File: src/core/cds_pkg.sv
package cds_pkg;
  localparam int          INSN_W       = 12;
  localparam int          DATA_W       = 8;
  localparam int          ADDR_W       = 5;
  localparam int          DEST_BIT     = 5;
  localparam int          OPC_LSB      = 6;
  localparam logic [5:0]  OPC_COMPL    = 6'h09; // 0010 01
  localparam logic [5:0]  OPC_MINUS    = 6'h03; // 0000 11
  localparam logic [5:0]  OPC_MINUS_SK = 6'h0b; // 0010 11
  localparam logic [7:0]  W_RESET      = 8'h00;
  localparam logic [7:0]  ZERO_BYTE    = 8'h00;
  localparam logic [7:0]  ONE_BYTE     = 8'h01;

  typedef enum logic [2:0] {
    OP_NONE   = 3'b001,
    OP_COMPL  = 3'b010,
    OP_MINUS  = 3'b100
  } op_class_e;

  typedef enum logic [1:0] {
    ST_RUN    = 2'b01,
    ST_FLUSH  = 2'b10
  } exec_state_e;
endpackage

File: src/core/complement_decrement_skip_exec.sv
`timescale 1ns/100ps
`default_nettype none
module complement_decrement_skip_exec (
  input  wire logic              clk,
  input  wire logic              rst,
  input  wire logic              insn_valid,
  input  wire logic [11:0]       insn,
  input  wire logic [7:0]        file_rdata,
  output logic [4:0]             file_addr,
  output logic                   file_we,
  output logic [7:0]             file_wdata,
  output logic [7:0]             w_out,
  output logic                   zero_out,
  output logic                   zero_we,
  output logic                   flush,
  output logic                   busy,
  output logic                   insn_taken
);
  import cds_pkg::*;

  op_class_e   op_class;
  logic        is_skip;
  logic        dest_file;
  logic [4:0]  addr;

  op_decode u_dec (
    .insn      (insn),
    .op_class  (op_class),
    .is_skip   (is_skip),
    .dest_file (dest_file),
    .addr      (addr)
  );

  exec_state_e state_r, state_nxt;
  logic [7:0]  w_r, w_nxt;
  logic        zero_r, zero_nxt;
  logic        file_we_r, file_we_nxt;
  logic [7:0]  wdata_r, wdata_nxt;
  logic        zero_we_r, zero_we_nxt;
  logic [7:0]  result;
  logic        exec;

  function automatic logic [7:0] minus_one(input logic [7:0] v);
    minus_one = v - ONE_BYTE;
  endfunction

  // the flush cycle eats the word that the fetch stage already holds
  assign exec = insn_valid && (state_r == ST_RUN) && (op_class != OP_NONE);

  // write-back lands one cycle late at the address read the cycle before,
  // so a back-to-back reader of the same register still sees the old value
  assign file_addr  = addr;
  assign insn_taken = exec;
  assign busy       = (state_r == ST_FLUSH);
  assign flush      = (state_r == ST_FLUSH);

  always_comb begin
    result = (op_class == OP_COMPL) ? ~file_rdata : minus_one(file_rdata);
  end

  always_comb begin
    state_nxt   = state_r;
    w_nxt       = w_r;
    zero_nxt    = zero_r;
    file_we_nxt = 1'b0;
    wdata_nxt   = wdata_r;
    zero_we_nxt = 1'b0;
    case (state_r)
      ST_RUN: begin
        if (exec) begin
          if (dest_file) begin
            file_we_nxt = 1'b1;
            wdata_nxt   = result;
          end else begin
            w_nxt = result;
          end
          // the skip variant leaves the flag alone
          if (!is_skip) begin
            zero_nxt    = (result == ZERO_BYTE);
            zero_we_nxt = 1'b1;
          end
          if (is_skip && result == ZERO_BYTE) begin
            state_nxt = ST_FLUSH;
          end
        end
      end
      // a single bubble; the fetch stage simply moves on after it
      ST_FLUSH: state_nxt = ST_RUN;
      default:  state_nxt = ST_RUN;
    endcase
  end

  always_ff @(posedge clk) begin
    if (rst) begin
      state_r   <= ST_RUN;
      w_r       <= W_RESET;
      zero_r    <= 1'b0;
      file_we_r <= 1'b0;
      wdata_r   <= ZERO_BYTE;
      zero_we_r <= 1'b0;
    end else begin
      state_r   <= state_nxt;
      w_r       <= w_nxt;
      zero_r    <= zero_nxt;
      file_we_r <= file_we_nxt;
      wdata_r   <= wdata_nxt;
      zero_we_r <= zero_we_nxt;
    end
  end

  assign file_we    = file_we_r;
  assign file_wdata = wdata_r;
  assign w_out      = w_r;
  assign zero_out   = zero_r;
  assign zero_we    = zero_we_r;

  property p_compl_value;
    @(posedge clk) disable iff (rst)
      exec && op_class == OP_COMPL && dest_file |=> file_we && file_wdata == ~$past(file_rdata);
  endproperty
  a_compl_value: assert property (p_compl_value) else $error("complement wrong");

  property p_compl_to_w;
    @(posedge clk) disable iff (rst)
      exec && op_class == OP_COMPL && !dest_file |=> !file_we && w_out == ~$past(file_rdata);
  endproperty
  a_compl_to_w: assert property (p_compl_to_w) else $error("complement to w wrong");

  property p_minus_value;
    @(posedge clk) disable iff (rst)
      exec && is_skip && dest_file |=> file_we && file_wdata == $past(file_rdata) - 8'h01;
  endproperty
  a_minus_value: assert property (p_minus_value) else $error("decrement wrong");

  property p_skip_to_w;
    @(posedge clk) disable iff (rst)
      exec && is_skip && !dest_file |=> !file_we && w_out == $past(file_rdata) - 8'h01;
  endproperty
  a_skip_to_w: assert property (p_skip_to_w) else $error("skip dest wrong");

  property p_skip_flush;
    @(posedge clk) disable iff (rst)
      exec && is_skip && file_rdata == 8'h01 |=> flush ##1 !flush;
  endproperty
  a_skip_flush: assert property (p_skip_flush) else $error("skip flush wrong");

  property p_no_skip;
    @(posedge clk) disable iff (rst)
      exec && !(is_skip && file_rdata == 8'h01) |=> !flush;
  endproperty
  a_no_skip: assert property (p_no_skip) else $error("spurious flush");

  property p_zero_flag;
    @(posedge clk) disable iff (rst)
      exec && !is_skip |=> zero_we &&
        zero_out == ($past(op_class == OP_COMPL) ? ($past(file_rdata) == 8'hff)
                                                  : ($past(file_rdata) == 8'h01));
  endproperty
  a_zero_flag: assert property (p_zero_flag) else $error("zero flag wrong");

  property p_skip_no_status;
    @(posedge clk) disable iff (rst)
      exec && is_skip |=> !zero_we && $stable(zero_out);
  endproperty
  a_skip_no_status: assert property (p_skip_no_status) else $error("skip touched status");

  property p_dec_value;
    @(posedge clk) disable iff (rst)
      exec && !is_skip && op_class == OP_MINUS && dest_file |=>
        file_we && file_wdata == $past(file_rdata) - 8'h01;
  endproperty
  a_dec_value: assert property (p_dec_value) else $error("plain decrement wrong");

  property p_dec_to_w;
    @(posedge clk) disable iff (rst)
      exec && !is_skip && op_class == OP_MINUS && !dest_file |=>
        !file_we && w_out == $past(file_rdata) - 8'h01;
  endproperty
  a_dec_to_w: assert property (p_dec_to_w) else $error("plain decrement to w wrong");

  property p_w_hold;
    @(posedge clk) disable iff (rst)
      exec && dest_file |=> $stable(w_out);
  endproperty
  a_w_hold: assert property (p_w_hold) else $error("w changed on register write");

  property p_flush_one;
    @(posedge clk) disable iff (rst)
      flush |=> !flush;
  endproperty
  a_flush_one: assert property (p_flush_one) else $error("flush longer than one cycle");

  property p_flush_refuse;
    @(posedge clk) disable iff (rst)
      flush |=> !file_we && !zero_we && $stable(w_out) && $stable(zero_out);
  endproperty
  a_flush_refuse: assert property (p_flush_refuse) else $error("word ran in flush");

  property p_idle_quiet;
    @(posedge clk) disable iff (rst)
      !insn_taken |=> !file_we && !zero_we && $stable(w_out) && $stable(zero_out);
  endproperty
  a_idle_quiet: assert property (p_idle_quiet) else $error("state changed while idle");

  property p_unrec_refused;
    @(posedge clk) disable iff (rst)
      insn_valid && insn[11:6] != 6'h09 && insn[11:6] != 6'h03 && insn[11:6] != 6'h0b
        |-> !insn_taken;
  endproperty
  a_unrec_refused: assert property (p_unrec_refused) else $error("foreign word taken");

  property p_known_taken;
    @(posedge clk) disable iff (rst)
      insn_valid && !flush &&
        (insn[11:6] == 6'h09 || insn[11:6] == 6'h03 || insn[11:6] == 6'h0b)
        |-> insn_taken;
  endproperty
  a_known_taken: assert property (p_known_taken) else $error("known word not taken");
endmodule // complement_decrement_skip_exec
`default_nettype wire

File: src/core/op_decode.sv
`timescale 1ns/100ps
`default_nettype none
module op_decode (
  input  wire logic [11:0]         insn,
  output var cds_pkg::op_class_e   op_class,
  output logic                     is_skip,
  output logic                     dest_file,
  output logic [4:0]               addr
);
  import cds_pkg::*;

  logic [5:0] opc;

  assign opc       = insn[INSN_W-1:OPC_LSB];
  assign dest_file = insn[DEST_BIT];
  assign addr      = insn[ADDR_W-1:0];

  always_comb begin
    op_class = OP_NONE;
    is_skip  = 1'b0;
    case (opc)
      OPC_COMPL:    op_class = OP_COMPL;
      OPC_MINUS:    op_class = OP_MINUS;
      OPC_MINUS_SK: begin
        op_class = OP_MINUS;
        is_skip  = 1'b1;
      end
      default:      op_class = OP_NONE;
    endcase
  end
endmodule // op_decode
`default_nettype wire

File: config.mk
export PLATFORM = sky130hd
export DESIGN_NAME = complement_decrement_skip_exec
export DESIGN_NICKNAME = d
export VERILOG_FILES = /design/src/core/cds_pkg.sv /design/src/core/complement_decrement_skip_exec.sv /design/src/core/op_decode.sv
export SDC_FILE = /design/constraint.sdc
export NUM_CORES = 1
export LEC_CHECK = 0
export ABC_CLOCK_PERIOD_IN_PS = 3700
export BUFFER_PORTS_ARGS = -buffer_cell sky130_fd_sc_hd__buf_2
export CAP_MARGIN = 20
export CORE_MARGIN = 2
export CORE_UTILIZATION = 52
export CTS_BUF_LIST = sky130_fd_sc_hd__clkbuf_8
export CTS_CLUSTER_SIZE = 14
export DETAILED_ROUTE_END_ITERATION = 16
export PLACE_DENSITY = 0.95
export SLEW_MARGIN = 20
export SYNTH_ARGS = -nofsm -noshare
export SYNTH_HDL_FRONTEND = slang
export SYNTH_SLANG_ARGS = --single-unit
File: constraint.sdc
create_clock -name clk -period 3.7 [get_ports clk]
set_input_delay 0 -clock clk [delete_from_list [all_inputs] [get_ports clk]]
set_output_delay 0 -clock clk [all_outputs]
set_load 0.05 [all_outputs]
==> results of run 1 <==
## critical path, stage by stage
cell       delay, ns
buf_2           0.15
inv_1           0.07
ha_1            0.22
nor3b_1         0.52
and3_1          0.24
o221ai_1        0.12
o2bb2ai_1       0.18
or4_1           0.51
## report_power, final
group / switching [µW] / internal, µW / leakage (µW)
Sequential: 0.615 / 227 / 0.000169
Combinational: 39.7 / 21.3 / 0.000373
Clock: 73.5 / 74.9 / 0.0000255
Total: 114 / 323 / 0.000568
## layout make-up
| type | instances | share of cell area [%] |
|---|---|---|
| Multi-Input combinational cell | 97 | 47.6 |
| Sequential cell | 21 | 31.1 |
| Timing Repair Buffer | 39 | 14.4 |
| Clock buffer | 3 | 3.05 |
| Tap cell | 28 | 2.59 |
| Inverter | 3 | 0.833 |
| Clock inverter | 1 | 0.370 |
## worst paths after layout
path | startpoint | endpoint | slack (ns) | cells past startpoint
setup / recovery | file_rdata[0] | state_r[0] | 1.82 | 8
hold / removal | insn[2] | file_addr[2] | 0.00002 | 0
hold reg to reg | file_wdata[7] | file_wdata[7] | 0.46 | 2
setup reg to reg | state_r[0] | state_r[0] | 2.11 | 5
## cells in the mapped netlist, types with 2 or more instances
cell type  instances  area, µm²
inv_1              3       11.3
nor3_1             2       10.0
mux2i_1            7       70.1
xnor2_1            4       35.0
nor2_1            13       48.8
nand2b_1           2       12.5
o21ai_0            2       10.0
nand2_1           16       60.1
buf_4              6       45.0
nand3_1            3       15.0
o211ai_1           2       15.0
a211oi_1           2       15.0
dfxtp_1           21        420
clkbuf_1           4       15.0
nand3b_1           2       15.0
buf_6              2       22.5
a21oi_1           13       65.1
nor2b_1            3       18.8
xor2_1             2       17.5
## cells by family after synthesis
| family | count (synthesis) | share of synthesized area, % |
|---|---|---|
| flip-flops | 21 | 36.1 |
| buffers and inverters | 16 | 8.49 |
| multiplexers | 7 | 6.02 |
| adder cells (fa/ha/maj) | 1 | 1.08 |
| XOR/XNOR | 6 | 4.52 |
| AO/OA/AOI/OAI | 28 | 15.3 |
| AND/OR/NAND/NOR | 55 | 28.5 |
## flip-flops by register name, summed over array words and instances, names as in the netlist
register	flops
zero_we	1
w_out	8
state_r	2
zero_out	1
file_we	1
file_wdata	8
## per-stage QoR
step	power (µW)	utilization, %	std cells	instance area (µm²)	worst slack, ns
floorplan	287	-	134	1160	1.68
global placement	290	60.2	188	1310	1.81
detailed placement	293	60.2	188	1310	1.59
CTS	437	62.3	192	1350	1.86
global route	458	62.3	192	1350	1.67
finish	437	62.3	192	1350	1.82
## metal layers
metal / up-vias / wire length (µm)
li1: 531 / -
met1: 505 / 1070
met4: 0 / 72
met5: - / 0
met2: 60 / 1340
met3: 10 / 211
## cell usage in the layout (no fill, tap or decap), drive strengths merged, types with 2 or more instances in the layout
cell and count:
xnor2 4, xor2 2, buf 39, nand2 16, clkbuf 3, nor3 3, inv 3, a211oi 2
nand2b 2, nand3 3, nor4 3, mux2i 7, nor2b 3, nand3b 2, nor2 14, or4 2
a21oi 13, o21ai 2, dfxtp 21, o211ai 2
==> impl_metrics.tcl, run 1 <==
set metrics [dict create \
    slew-limit-headroom_pct 43.9 \
    areaGrowthSynthToFinish_pct 16.2 \
    h-tree-depth 1 \
    grt_busiest_layer "met2" \
    routed_wirelength_mm 2.69 \
    cts.sinks 21 \
    initial_core_util_pct 53.6 \
    ctsResizeCount 0 \
    met1_usage_pct 23.1 \
    die_h_um 51.3 \
    syn_area_um2 1160 \
    nNetsFinal 189 \
    num_vias 1106 \
    peakVddDrop_v 0.000355 \
    ys_ff_latch 21 \
    rows 17 \
    n_fill_cell 206 \
    critical_path_class "input port to register" \
    dr.first_iter.drc_count 22 \
    hold_violations 0 \
    async_reset_ff_share_pct 0 \
    first_pass_iters 4 \
    multi_input_area_um2 644 \
    ys_types 44 \
    num_antenna_cells 0 \
    setup_violations 0 \
    core_um2 2170 \
    ys_seq_area_share_pct 36.1 \
    cts_made_buffers 3 \
    wire_per_inst_um 14.0 \
    cap_violations 0 \
    dp_hpwl_mm 2.13 \
    grt_pass1_wl_mm 4.40 \
    clk_path_buf_depth 2 \
    synth_warnings 0 \
    crit_fanout 8 \
    grtUsageMet2_pct 42.6 \
    finClkSkew_ns 0.00428 \
    status "completed" \
    die_x_um 51.3 \
    grt_max_degree 21 \
    gp_congestion 0.872 \
    clk_latency_ns 0.26 \
    rsz0062_at_grt "false" \
    post_cts_buffers 0 \
    drive_gt1_share_pct 30.5 \
    critical_path.startpoint_type "input port" \
    critPathRequiredTime_ns 3.83 \
    grt_pass1_vias 1032 \
    port_buffers 39 \
    p_leak_uw 0.000568 \
    die_area_um2 2630 \
    ctsRootBufferMaster "clkbuf_8" \
    holdBufCountCts 0 \
    antenna_found_initial 0 \
    post-route-drc-count 0 \
    worst_slew_pin_slew_ns 0.829 \
    synth_edf_count 0 \
    cp-end-kind "register" \
    syn_nets 158 \
    grt-ovfl-total 0 \
    path_clk_slew_ns 0.07 \
    cts_tree "done" \
    avgSynthCellArea_um2 8.68 \
    slew_viol_final 0 \
    fin_hold_ws_ns 0.0000220 \
    post-route-period-util_pct 50.9 \
    synthFlopType "dfxtp_1" \
    via_per_inst 5.76 \
    ios 50 \
    hp-class "input port to output pin" \
    track_usage_pct 22.1 \
    synth_cells 134 \
    fmaxAchievable_mhz 531 \
    ant_nets 0 \
    min_period_ns 1.88 \
    seq_area_um2 420 \
    met3_usage_pct 4.39 \
    finalSetupTns_ns 0 \
    p_per_area_nw_per_um2 323 \
    cp_data_arrival_time_ns 2.02 \
]
Power figures use the tool's default switching activity.
==> run 2: changes to the inputs <==
Settings changed: ABC_CLOCK_PERIOD_IN_PS 3700 to 1640, CORE_UTILIZATION 52 to 44, PLACE_DENSITY 0.95 to 0.89.
Clock period 3.7 ns to 1.64 ns, I/O delays scaled along.
==> impl_metrics.tcl, run 2 (synthesis results as in run 1) <==
set metrics [dict create \
    wire_per_inst_um 13.9 \
    post-route-drc-count 0 \
    critPathRequiredTime_ns 1.78 \
    die_h_um 55.4 \
    pre_cts_slack_ns -0.189 \
    cts_made_buffers 3 \
    slew_viol_final 0 \
    critical_path.startpoint_type "input port" \
    clk_path_buf_depth 2 \
    finClkSkew_ns 0.00273 \
    post-route-period-util_pct 92.6 \
    cpMaxStageDelayCell "or4_1" \
    first_pass_iters 4 \
    die_area_um2 3070 \
    setup_violations 0 \
    grt_pass1_vias 1111 \
    areaGrowthSynthToFinish_pct 35.3 \
    crit_fanout 4 \
    n_fill_cell 227 \
    p_total_uw 1030 \
    critical_path_class "input port to register" \
    path_cells "buf_2 > inv_1 > ha_1 > o21bai_1 > a2111oi_1 > buf_4 > o2bb2ai_1 > or4_1" \
    worst_slew_pin_slew_ns 0.454 \
    fin_util_pct 63.0 \
    clkPwrFrac_pct 32.8 \
    p_int_uw 761 \
    cp-end-kind "register" \
    core_um2 2500 \
    path_buf_inv 3 \
    antenna_found_initial 0 \
    p_leak_uw 0.000700 \
    slew-limit-headroom_pct 69.6 \
    cts_tree "done" \
    ios 50 \
    fin_hold_ws_ns 0.0000220 \
    final_cell_mix "buf_2 (39), buf_4 (25), dfxtp_1 (21), nand2_1 (16)" \
    gp_congestion 0.876 \
    p_comb_share_pct 17.3 \
    routed_wirelength_mm 3.07 \
    dp_hpwl_mm 2.36 \
    ant_nets 0 \
    cts.sinks 21 \
    peakVddDrop_v 0.000503 \
    finalSetupTns_ns 0 \
    ctsRootBufferMaster "clkbuf_8" \
    port_buffers 39 \
    die_x_um 55.4 \
    num_vias 1189 \
    p_per_area_nw_per_um2 654 \
    path_clk_slew_ns 0.07 \
    hold_violations 0 \
    track_usage_pct 20.7 \
    fmaxAchievable_mhz 659 \
    post_cts_buffers 0 \
    cap_violations 0 \
    switching_power_uw 269 \
    rows 18 \
    nNetsFinal 215 \
    cp_data_arrival_time_ns 1.66 \
    min_period_ns 1.52 \
    seq_area_um2 420 \
    multi_input_area_um2 656 \
    switching_share_pct 26.1 \
    power_frac_seq_pct 49.9 \
    via_per_inst 5.40 \
    drive_gt1_share_pct 41.1 \
    h-tree-depth 1 \
    grt_pass1_wl_mm 5.06 \
    clk_latency_ns 0.26 \
    path_delay_family "compound AO/OA/AOI/OAI gates" \
    grt-ovfl-total 0 \
    status "completed" \
    num_antenna_cells 0 \
    rsz0062_at_grt "false" \
    critPathMaxStageDelay_ns 0.49 \
    worst_slack_ns 0.122 \
    grt_max_degree 21 \
    hp-class "input port to output pin" \
    dr.first_iter.drc_count 34 \
    layout_commonest_cell "buf_2" \
    initial_core_util_pct 46.5 \
]
run 2: per-stage QoR:
stage | std cells | area, µm²
2_1_floorplan | 134 | 1160
3_3_place_gp | 216 | 1520
3_5_place_dp | 216 | 1520
4_1_cts | 220 | 1560
5_1_grt | 220 | 1570
6_report | 220 | 1570
run 2: repair_timing:
| item | 4_1_cts | 5_1_grt |
|---|---|---|
| resized for setup | 0 | 3 |
| setup endpoints to repair | 0 | 2 |
| hold buffers | 0 | 0 |
run 2: final cells by class:
type / instances / area share, %
clock buffers: 3 / 2.62
clock inverters: 1 / 0.318
flip-flops and latches: 21 / 26.7
repair buffers: 65 / 25.6
well taps: 30 / 2.38
multi-input cells: 97 / 41.7
inverters: 3 / 0.715
run 2: final timing paths:
check / start / endpoint / slack [ns] / cells after the start
setup / recovery: file_rdata[1] / state_r[0] / 0.12 / 8
hold / removal: insn[1] / file_addr[1] / 0.00002 / 0
setup reg to reg: state_r[0] / state_r[0] / 0.18 / 5
hold reg to reg: file_wdata[5] / file_wdata[5] / 0.46 / 2
run 2: worst reg2reg max path, stage by stage, from the launching register on:
cell	delay, ns
dfxtp_1	0.34
o211ai_1	0.19
nor3_4	0.18
nand3b_1	0.09
a21o_1	0.16
or4_1	0.38
run 2: power groups by stage:
stage	registers, µW	logic [µW]	clock network, µW
global route	514	192	368
global placement	526	168	0
finish	514	178	337
detailed placement	526	173	0
CTS	514	175	344
floorplan	536	112	0
run 2: per-layer routing:
metal	up-vias	global-route usage, %	share of wire [%]
met5	-	0	0
met4	0	8.01	0.88
met3	6	5.39	7.7
met2	54	35.9	51
met1	550	24.1	40
li1	579	-	-
==> run 3: changes to the inputs <==
Settings changed: ABC_CLOCK_PERIOD_IN_PS 1640 to 1500, CORE_UTILIZATION 44 to 48, PLACE_DENSITY 0.89 to 0.92, SYNTH_HIERARCHICAL set to 1.
Clock period 1.64 ns to 1.5 ns, I/O delays scaled along.
==> impl_metrics.tcl, run 3 <==
set metrics [dict create \
    cts.sinks 21 \
    clk_latency_ns 0.27 \
    yosys.area_share.simple_pct 25.7 \
    post-route-drc-count 0 \
    setup_violations 16 \
    ant_nets 0 \
    yosysMostFrequentCell "dfxtp_1" \
    wire_per_inst_um 17.6 \
    p_leak_uw 0.000837 \
    drive_gt1_share_pct 50.5 \
    min_period_ns 2.03 \
    synth_cells 132 \
    switching_share_pct 28.5 \
    cp_data_arrival_time_ns 2.17 \
    clk_path_buf_depth 2 \
    dp_cells 205 \
    num_antenna_cells 0 \
    p_int_uw 848 \
    yosysTopAreaCell "dfxtp_1" \
    crit_fanout 4 \
    p_per_area_nw_per_um2 682 \
    synth_top_family_by_area "simple AND/OR/NAND/NOR gates" \
    synth_top_area_share_pct 37.4 \
    cts_made_buffers 3 \
    grt_pass1_wl_mm 5.29 \
    cp-end-kind "register" \
    worst_slew_pin_slew_ns 0.432 \
    grt_max_degree 20 \
    failed_checks "setup timing" \
    slew_viol_final 0 \
    initial_core_util_pct 50.8 \
    ctsRootBufferMaster "clkbuf_8" \
    cap_violations 0 \
    synth_edf_count 0 \
    areaGrowthSynthToFinish_pct 54.6 \
    die_h_um 52.4 \
    critical_path.startpoint_type "input port" \
    final_cell_mix "buf_2 (36), buf_4 (24), dfxtp_1 (21), nor2_1 (15), nand2_1 (10)" \
    synthAdderAreaFrac_pct 1.11 \
    rsz0062_at_grt "true" \
    antenna_found_initial 0 \
    holdBufCountCts 0 \
    critPathRequiredTime_ns 1.64 \
    synth_commonest_cells "dfxtp_1 (21), nor2_1 (16), a21oi_1 (11), nand2_1 (10), o21ai_0 (9)" \
    worst_slack_ns -0.534 \
    status "finished with violations" \
    synthMuxAreaShare_pct 6.24 \
    finClkSkew_ns 0.00740 \
    ys_types 40 \
    path_clk_slew_ns 0.07 \
    hp-class "input port to output pin" \
    critical_path_class "input port to register" \
    multi_input_area_um2 716 \
    rows 17 \
    dr.first_iter.drc_count 42 \
    syn_nets 156 \
    n_fill_cell 131 \
    gp_congestion 0.877 \
    switching_power_uw 337 \
    via_per_inst 5.77 \
    synth_warnings 6 \
    num_vias 1269 \
    dp_hpwl_mm 2.34 \
    power_frac_seq_pct 47.8 \
    cts_tree "done" \
    nNetsFinal 217 \
    die_area_um2 2740 \
    routed_wirelength_mm 3.86 \
    h-tree-depth 1 \
    grt_pass1_vias 1200 \
    p_total_uw 1180 \
    seq_area_um2 420 \
    syn_area_um2 1120 \
    avgSynthCellArea_um2 8.51 \
    async_reset_ff_share_pct 0 \
    hold_violations 0 \
    synthFlopType "dfxtp_1" \
    port_buffers 39 \
    synthXorXnorAreaFrac_pct 5.46 \
    core_um2 2210 \
    ios 50 \
    grt-ovfl-total 0 \
    track_usage_pct 26.0 \
    fmaxAchievable_mhz 492 \
    synth.area.top_cells "dfxtp_1 (37%), mux2i_1 (6.2%), buf_4 (5.3%)" \
    die_x_um 52.4 \
    peakVddDrop_v 0.000870 \
    clkPwrFrac_pct 32.4 \
    layout_commonest_cell "buf_2" \
    first_pass_iters 4 \
    p_comb_share_pct 19.8 \
    stdcell_count 220 \
    post-route-period-util_pct 136 \
    slew-limit-headroom_pct 71.2 \
    ys_ff_latch 21 \
    synth_compound_area_share_pct 15.1 \
    ys_seq_area_share_pct 37.4 \
]
run 3: power by group through the flow:
stage               logic (µW)  clock network (µW)  registers [µW]
floorplan                  114                   0             600
global placement           176                   0             579
detailed placement         183                   0             579
CTS                        204                 375             566
global route               248                 404             567
finish                     234                 384             566
run 3: kinds of logic (layout without fill, tap and decap cells):
kind of cell,count (synthesis),after routing
multiplexers,7,7
buffers and inverters,18,78
XOR/XNOR,7,7
flip-flops,21,21
AO/OA/AOI/OAI,28,28
adder cells (fa/ha/maj),1,1
AND/OR/NAND/NOR,50,50
run 3: worst max-delay path, stage by stage:
cell and delay [ns]:
buf_6 0.09, nor3_4 0.22, o211ai_1 0.20, nor3b_1 0.22, or3_4 0.41, or4_4 0.53, or4b_1 0.49
run 3: final cells by class:
class | instances | area share (%)
sequential | 21 | 24.2
clock buffer | 3 | 2.38
inverter | 3 | 0.793
clock inverter | 1 | 0.288
tap | 28 | 2.02
multi-input combinational | 93 | 41.2
timing repair buffer | 71 | 29.1
run 3: per-layer routing:
metal / routed length [µm] / up-vias / GRT usage [%]
li1: - / 579 / -
met1: 1530 / 620 / 29.6
met2: 1970 / 58 / 48.5
met3: 264 / 12 / 6.29
met4: 91 / 0 / 5.56
met5: 0 / - / 0
run 3: worst paths after layout:
| path | end | startpoint | cells after the start | slack (ns) |
|---|---|---|---|---|
| max reg2reg | state_r[0] | state_r[0] | 4 | -0.48 |
| min reg2reg | file_wdata[1] | file_wdata[1] | 2 | 0.46 |
| max | state_r[0] | insn[11] | 7 | -0.53 |
| min | file_addr[0] | insn[0] | 0 | 0.00002 |
run 3: stage by stage:
| stage | setup TNS [ns] | setup slack, ns | area (µm²) | hold slack [ns] | utilization (%) |
|---|---|---|---|---|---|
| final | -2.31 | -0.534 | 1740 | 0.0000193 | 78.5 |
| after global routing | -3.96 | -0.593 | 1740 | 0.0000790 | 78.5 |
| after CTS | -1.67 | -0.461 | 1610 | 0.000341 | 72.9 |
| after detailed placement | -7.87 | -0.772 | 1430 | 0.000341 | 64.7 |
| after global placement | -6.22 | -0.671 | 1430 | 0.000341 | 64.7 |
| after floorplan | -2.01 | -0.670 | 1150 | 0.167 | - |
run 3: timing repair:
action                                  CTS  global route
gates resized for setup                  21            17
gates cloned                              0             1
pin swaps                                 7            12
endpoints found under the setup margin   20            20
buffers inserted                          5             7
